`src/dpm_pkg.sv`:
```
`default_nettype none
package dpm_pkg;
  // function a phase pin is assigned to while its alternate-select bit is clear
  typedef enum logic [1:0]
  {
    FN_DECODER = 2'h0,
    FN_TIMER = 2'h1,
    FN_GPIO = 2'h2,
    FN_NONE = 2'h3
  } dpm_func_t;

  localparam int NUM_PHASE_PINS = 2;
  localparam int PUR_WIDTH = 8;
  // pull-up enable bit positions inside the port pull-up vectors
  localparam int PC_BIT_A = 0;
  localparam int PC_BIT_B = 1;
  localparam int PE_BIT_SS = 7;
  // reset values
  localparam dpm_func_t FUNC_RST_FULL = FN_DECODER;
  localparam dpm_func_t FUNC_RST_REDUCED = FN_NONE;
  localparam logic PULLUP_RST = 1'h1;
  localparam logic SS0_GPIO_RST = 1'h0;
endpackage
`default_nettype wire

```
`src/dpm_pin_cell.sv`:
```
`timescale 1ns/1ps
`default_nettype none
module dpm_pin_cell (
  input wire dpm_pkg::dpm_func_t func,
  input wire logic alt_sel,
  input wire logic spi_master,
  input wire logic spi_out,
  input wire logic tmr_out,
  input wire logic tmr_oe,
  input wire logic gpio_dir,
  input wire logic gpio_out,
  input wire logic pin_in,
  output logic pad_out,
  output logic pad_oe,
  output logic to_decoder,
  output logic to_timer,
  output logic to_spi,
  output logic to_gpio
);
  // routing of one phase pin; unselected cores see a quiet low input
  always_comb
  begin
    pad_out = 1'h0;
    pad_oe = 1'h0;
    to_decoder = 1'h0;
    to_timer = 1'h0;
    to_spi = 1'h0;
    to_gpio = 1'h0;
    if (alt_sel)
    begin
      // spi line: driven as master, sampled as slave
      // clock and data pass the same single flop, so the half-cycle lead survives
      pad_oe = spi_master;
      pad_out = spi_master & spi_out;
      to_spi = ~spi_master & pin_in;
    end
    else
    begin
      case (func)
        dpm_pkg::FN_DECODER:
        begin
          to_decoder = pin_in;
        end
        dpm_pkg::FN_TIMER:
        begin
          // timer channel owns direction
          pad_oe = tmr_oe;
          pad_out = tmr_out;
          to_timer = pin_in;
        end
        dpm_pkg::FN_GPIO:
        begin
          // per-pin direction
          pad_oe = gpio_dir;
          pad_out = gpio_out;
          to_gpio = pin_in;
        end
        default:
        begin
          // unconfigured pin stays an undriven input
          pad_oe = 1'h0;
        end
      endcase
    end
  end
endmodule // dpm_pin_cell
`default_nettype wire

```
`src/dpm_pin_mux.sv`:
```
// What this block does
// - full variant: phase A pin leaves reset as decoder 1 phase A input.
// - full variant: phase B pin leaves reset as decoder 1 phase B input.
// - reduced variant: both phase pins leave reset unassigned until software configures them.
// - phase A alternate-select bit set routes spi 1 serial clock to phase A pin.
// - phase B alternate-select bit set routes spi 1 master-out line to phase B pin.
// - port C pull-up bit 0 clear turns off pull-up of phase A pin.
// - port C pull-up bit 1 clear turns off pull-up of phase B pin.
// - port E pull-up bit 7 clear turns off pull-up of spi 0 select pin.
// - port E bit 7 pin defaults to spi 0 active-low slave select after reset.
// - spi 1 clock pin drives out as master, is clock input as slave.
// - spi master leads each data bit half a clock before the latching edge.
// - spi 1 master-out pin is output as master, input as slave.
// - a pin assigned to gpio has its own programmable direction.
// - phase A pin feeds decoder 1 phase A when that function is selected and the phase A alternate-select bit is clear.
// - while reset is held phase pins are inputs with pull-ups enabled.
`timescale 1ns/1ps
`default_nettype none
module dpm_pin_mux #(
  parameter bit FULL_VARIANT = 1'b1
) (
  input wire logic mclk,
  input wire logic rst,
  input wire logic [1:0] pin_func_write,
  input wire dpm_pkg::dpm_func_t pin_func_value,
  input wire logic ss0_func_write,
  input wire logic ss0_func_gpio,
  input wire logic phase_a_alt_select,
  input wire logic phase_b_alt_select,
  input wire logic spi1_master_mode,
  input wire logic spi1_serial_clock_out,
  input wire logic spi1_master_out_line_out,
  input wire logic [1:0] timer_b_out,
  input wire logic [1:0] timer_b_oe,
  input wire logic [1:0] port_c_dir,
  input wire logic [1:0] port_c_out,
  input wire logic [7:0] port_c_pullup_enable,
  input wire logic [7:0] port_e_pullup_enable,
  input wire logic port_e7_dir,
  input wire logic port_e7_out,
  input wire logic decoder1_phase_a_pin_in,
  input wire logic decoder1_phase_b_pin_in,
  input wire logic spi0_slave_select_pin_in,
  output logic decoder1_phase_a_pin_out,
  output logic decoder1_phase_a_pin_oe,
  output logic decoder1_phase_a_pin_pullup,
  output logic decoder1_phase_b_pin_out,
  output logic decoder1_phase_b_pin_oe,
  output logic decoder1_phase_b_pin_pullup,
  output logic spi0_slave_select_pin_out,
  output logic spi0_slave_select_pin_oe,
  output logic spi0_slave_select_pin_pullup,
  output logic decoder1_phase_a,
  output logic decoder1_phase_b,
  output logic [1:0] timer_b_in,
  output logic spi1_serial_clock_in,
  output logic spi1_master_out_line_in,
  output logic [1:0] port_c_in,
  output logic spi0_slave_select_n,
  output logic port_e7_in,
  output var dpm_pkg::dpm_func_t pin_func_a,
  output var dpm_pkg::dpm_func_t pin_func_b
);
  localparam dpm_pkg::dpm_func_t FUNC_RST = FULL_VARIANT ? dpm_pkg::FUNC_RST_FULL : dpm_pkg::FUNC_RST_REDUCED;

  typedef struct packed {
    dpm_pkg::dpm_func_t [1:0] func;
    logic ss0_gpio;
    logic [1:0] pad_out;
    logic [1:0] pad_oe;
    logic [1:0] pad_pu;
    logic ss_out;
    logic ss_oe;
    logic ss_pu;
    logic [1:0] dec;
    logic [1:0] tmr;
    logic [1:0] gpio;
    logic spi_clk;
    logic spi_mosi;
    logic ss_n;
    logic pe7_in;
  } dpm_state_t;

  dpm_state_t st_ff;
  dpm_state_t nxt_st;

  logic [1:0] pin_in_v;
  logic [1:0] alt_v;
  logic [1:0] spi_out_v;
  logic [1:0] pur_v;
  logic [1:0] c_pad_out;
  logic [1:0] c_pad_oe;
  logic [1:0] c_dec;
  logic [1:0] c_tmr;
  logic [1:0] c_spi;
  logic [1:0] c_gpio;
  logic s_pad_out;
  logic s_pad_oe;
  logic s_ss_n;
  logic s_gpio;

  // index 0 is the phase A pin, index 1 the phase B pin
  assign pin_in_v = {decoder1_phase_b_pin_in, decoder1_phase_a_pin_in};
  assign alt_v = {phase_b_alt_select, phase_a_alt_select};
  assign spi_out_v = {spi1_master_out_line_out, spi1_serial_clock_out};
  assign pur_v = {port_c_pullup_enable[dpm_pkg::PC_BIT_B], port_c_pullup_enable[dpm_pkg::PC_BIT_A]};

  // one routing cell per phase pin, each muxing decoder, timer, spi and gpio
  for (genvar i = 0; i < dpm_pkg::NUM_PHASE_PINS; i++)
  begin : g_pin
    dpm_pin_cell u_cell (
      .func(st_ff.func[i]),
      .alt_sel(alt_v[i]),
      .spi_master(spi1_master_mode),
      .spi_out(spi_out_v[i]),
      .tmr_out(timer_b_out[i]),
      .tmr_oe(timer_b_oe[i]),
      .gpio_dir(port_c_dir[i]),
      .gpio_out(port_c_out[i]),
      .pin_in(pin_in_v[i]),
      .pad_out(c_pad_out[i]),
      .pad_oe(c_pad_oe[i]),
      .to_decoder(c_dec[i]),
      .to_timer(c_tmr[i]),
      .to_spi(c_spi[i]),
      .to_gpio(c_gpio[i])
    );
  end

  dpm_ss0_cell u_ss0 (
    .gpio_sel(st_ff.ss0_gpio),
    .gpio_dir(port_e7_dir),
    .gpio_out(port_e7_out),
    .pin_in(spi0_slave_select_pin_in),
    .pad_out(s_pad_out),
    .pad_oe(s_pad_oe),
    .ss_n(s_ss_n),
    .to_gpio(s_gpio)
  );

  // next state; reset is folded in here so the flop process stays a plain copy
  always_comb
  begin
    nxt_st = st_ff;
    for (int i = 0; i < dpm_pkg::NUM_PHASE_PINS; i++)
    begin
      if (pin_func_write[i])
      begin
        nxt_st.func[i] = pin_func_value;
      end
    end
    if (ss0_func_write)
    begin
      nxt_st.ss0_gpio = ss0_func_gpio;
    end
    nxt_st.pad_out = c_pad_out;
    nxt_st.pad_oe = c_pad_oe;
    nxt_st.pad_pu = pur_v;
    nxt_st.ss_out = s_pad_out;
    nxt_st.ss_oe = s_pad_oe;
    nxt_st.ss_pu = port_e_pullup_enable[dpm_pkg::PE_BIT_SS];
    nxt_st.dec = c_dec;
    nxt_st.tmr = c_tmr;
    nxt_st.gpio = c_gpio;
    nxt_st.spi_clk = c_spi[0];
    nxt_st.spi_mosi = c_spi[1];
    nxt_st.ss_n = s_ss_n;
    nxt_st.pe7_in = s_gpio;
    if (rst)
    begin
      // pins float as pulled-up inputs while reset is held
      nxt_st = '0;
      nxt_st.func[0] = FUNC_RST;
      nxt_st.func[1] = FUNC_RST;
      nxt_st.ss0_gpio = dpm_pkg::SS0_GPIO_RST;
      nxt_st.pad_pu = {dpm_pkg::PULLUP_RST, dpm_pkg::PULLUP_RST};
      nxt_st.ss_pu = dpm_pkg::PULLUP_RST;
      nxt_st.ss_n = 1'h1;
    end
  end

  // single state register
  always_ff @(posedge mclk)
  begin
    st_ff <= nxt_st;
  end

  // every output is a bit of the state register
  assign decoder1_phase_a_pin_out = st_ff.pad_out[0];
  assign decoder1_phase_a_pin_oe = st_ff.pad_oe[0];
  assign decoder1_phase_a_pin_pullup = st_ff.pad_pu[0];
  assign decoder1_phase_b_pin_out = st_ff.pad_out[1];
  assign decoder1_phase_b_pin_oe = st_ff.pad_oe[1];
  assign decoder1_phase_b_pin_pullup = st_ff.pad_pu[1];
  assign spi0_slave_select_pin_out = st_ff.ss_out;
  assign spi0_slave_select_pin_oe = st_ff.ss_oe;
  assign spi0_slave_select_pin_pullup = st_ff.ss_pu;
  assign decoder1_phase_a = st_ff.dec[0];
  assign decoder1_phase_b = st_ff.dec[1];
  assign timer_b_in = st_ff.tmr;
  assign spi1_serial_clock_in = st_ff.spi_clk;
  assign spi1_master_out_line_in = st_ff.spi_mosi;
  assign port_c_in = st_ff.gpio;
  assign spi0_slave_select_n = st_ff.ss_n;
  assign port_e7_in = st_ff.pe7_in;
  assign pin_func_a = st_ff.func[0];
  assign pin_func_b = st_ff.func[1];
endmodule // dpm_pin_mux
`default_nettype wire

```
`src/dpm_ss0_cell.sv`:
```
`timescale 1ns/1ps
`default_nettype none
module dpm_ss0_cell (
  input wire logic gpio_sel,
  input wire logic gpio_dir,
  input wire logic gpio_out,
  input wire logic pin_in,
  output logic pad_out,
  output logic pad_oe,
  output logic ss_n,
  output logic to_gpio
);
  // slave select reads inactive high whenever gpio owns the pin
  always_comb
  begin
    pad_out = gpio_sel & gpio_out;
    pad_oe = gpio_sel & gpio_dir;
    ss_n = gpio_sel | pin_in;
    to_gpio = gpio_sel & pin_in;
  end
endmodule // dpm_ss0_cell
`default_nettype wire
```
`config.mk`:
```
export PLATFORM = sky130hd
export DESIGN_NAME = dpm_pin_mux
export DESIGN_NICKNAME = d
export VERILOG_FILES = /design/src/dpm_pkg.sv /design/src/dpm_pin_cell.sv /design/src/dpm_pin_mux.sv /design/src/dpm_ss0_cell.sv
export SDC_FILE = /design/constraint.sdc
export NUM_CORES = 1
export LEC_CHECK = 0
export ABC_AREA = 1
export BUFFER_PORTS_ARGS = -buffer_cell sky130_fd_sc_hd__buf_2
export CORE_MARGIN = 3
export CORE_UTILIZATION = 42
export DETAILED_ROUTE_END_ITERATION = 10
export GPL_TIMING_DRIVEN = 1
export PLACE_DENSITY = 0.82
export RECOVER_POWER = 50
export SYNTH_ARGS = -nofsm -noshare
export SYNTH_HDL_FRONTEND = slang
export SYNTH_SLANG_ARGS = --single-unit
```
`constraint.sdc`:
```
create_clock -name mclk -period 2.6 [get_ports mclk]
set_input_delay 0.13 -clock mclk [delete_from_list [all_inputs] [get_ports mclk]]
set_output_delay 0.13 -clock mclk [all_outputs]
set_load 0.01 [all_outputs]
```
==> out/qor.csv <==
metric,value,unit
status,"complete, no violations",
grt total ovfl,0,
Syn Inst Count,108,
Commonest cells post-synth,"nand2_1, dfxtp_1, inv_1, nor2_1, a21oi_1",
clk_skew,0.001609,ns
Fmax,860.5,MHz
Comb pwr share,12.8,%
Mapped Area,902.1,um^2
Clock Path Buffers,2,
worst hold slack,0.02790,ns
largest net degree at the start of global routing,16,
min Tclk post-route,1.162,ns
vias in the first global route,781,
worst skew pair latency,0.30,ns
Met1 Routed Length,790,um
Final setup viols,0,
max_cap viols,0,
Synth cell types,12,
Yosys top cell by area,dfxtp_1,
Leak Pwr,0.6400,nW
final slew viol count,0,
syn avg cell area,8.353,um^2
Yosys top cell area share,53.26,%
area of the multi-input gates,349.1,um^2
Routed WL per cell,9.948,um
Die Y,52.35,um
initial antenna violation count,0,
number of buffers added on ports,51,
CTS root buf,clkbuf_4,
CP Class,flop to flop,
Post-synth EDFFs,0,
Initial Utilization,45.06,%
Final Cycle Share,44.70,%
unrepaired setup endpoints after global routing,false,
first-pass GRT wire length,3036,um
routed length on met2,894,um
Worst-path clk slew,0.13,ns
CTS Buf Count,3,
Post-synth ARST share,0,%
Fin. Hold Viols,0,
Post-layout nets,214,
DP Area,0.001180,mm^2
Row Count,16,
sequential share of the synthesized area,53.26,%
Clock Sinks,24,
Pint,0.5819,mW
top sig layer,met3,
Setup crit end kind,flop,
CP arrival,1.40,ns
hpwl dp,1530,um
register share of total power,52.0,%
Area contributors post-synth,"dfxtp_1, nand2_1, ha_1",
Core ar.,0.002002,mm^2
antenna cells,0,
CP required,2.84,ns
Post-DRT Antenna Nets,0,
prevailing post-synth register cell,dfxtp_1,
DR pass1 iterations,4,
Initial DRC Count,17,
routed wl met3,225,um
final RePlAce weighted congestion,0.7235,
Die Width,52.35,um
peak supply drop,342.8,uV
Total GRT Usage,14.44,%
vias per inst,4.333,
layout cells sized above 1,29.70,%
min-delay worst type,input pin to flop,
total wire length,1910,um
Setup WS pre-CTS,1.484,ns
fin util,62.31,%
flop-to-flop setup slack,1.44,ns
Reg area,480.5,um^2
Non-Filler Instances,192,
Power Density,600.1,mW/mm^2
Slew headroom,60.81,%
setup TNS,0,ns
design area,0.001247,mm^2
slew of the pin with the lowest slew margin,0.5879,ns
crit start category,flop,
register bit total from synthesis,24,
Power Total,0.7486,mW
Clock power frac,35.2,%
"count leader, synth",nand2_1,
area grow syn2layout,38.28,%
crit path max fanout,3,
H-tree Lvls,1,
min setup slack post-route,1.438,ns
CTS tree,yes,
Yosys warnings,0,
Fillers,197,
IO Count,65,
dpl cells,185,
vias,832,
die area,0.002740,mm^2
DRC,0,
Psw,0.1667,mW
Net Sw Frac,22.27,%
syn_nets,156,
## power groups by stage
stage	Sequential, mW	Combinational, mW	Clock [mW]
after floorplan	0.405	0.0412	0
after global placement	0.397	0.0919	0
after detailed placement	0.398	0.0945	0
after CTS	0.390	0.0984	0.269
after global routing	0.391	0.110	0.281
final	0.389	0.0955	0.264
## per-layer routing
metal / GRT usage (%) / vias up
li1: - / 445
met1: 17.34 / 351
met2: 25.62 / 36
met3: 3.134 / 0
met4: 3.830 / 0
met5: 0 / -
## final timing paths
path / start / to / depth (start not counted)
worst max-delay path: pin_func_b[0] / decoder1_phase_b_pin_oe / 6
worst min-delay path: port_e7_out / spi0_slave_select_pin_out / 3
worst max register to register: pin_func_b[0] / decoder1_phase_b_pin_oe / 6
worst min register to register: st_ff[19] / spi0_slave_select_pin_out / 2
## sequential cells by signal, indices dropped and copies added, names as in the netlist, 2 cells and up
| register | flops |
|---|---|
| pin_func_a | 2 |
| pin_func_b | 2 |
| port_c_in | 2 |
| timer_b_in | 2 |
## layout make-up
type	instances	area share, %
clock inverters	1	2.407
flip-flops and latches	24	38.52
well taps	27	2.708
multi-input cells	68	27.98
inverters	15	4.514
clock buffers	3	1.805
repair buffers	54	22.07
## cells in the final DEF (no fill, tap or decap)
cell type      Yosys  final
ha_1               6      6
nand2_1           27     27
buf_2              0     43
nor3_2             3      2
nor2_1            13     13
inv_1             13     15
dlygate4sd3_1      0      3
a21oi_1            9      9
bufinv_16          0      1
o21ai_0            4      4
nand3_1            3      3
dfxtp_1           24     24
clkbuf_1           0      8
or2_1              3      3
nor3_1             0      1
clkbuf_4           0      3
## worst max-delay path: stages, from the launching register on
cell and delay (ns):
dfxtp_1 0.39, inv_1 0.09, ha_1 0.28, inv_1 0.03
nor2_1 0.11, nand2_1 0.07, a21oi_1 0.13
## logic make-up (layout without fill, tap and decap cells)
logic type,Yosys count,count (layout),share of synthesized area (%)
flip-flops,24,24,53.26
AO/OA/AOI/OAI,13,13,7.212
AND/OR/NAND/NOR,49,49,23.72
adder cells (fa/ha/maj),6,6,8.322
buffers and inverters,16,73,7.490
## what timing repair did
item                                    CTS  global route
endpoints found under the setup margin    0             0
gates resized for setup                   0             0
hold buffers                              3             0
hold endpoints to repair                  3             0
buffers inserted                          0             0
Power figures use the tool's default switching activity.
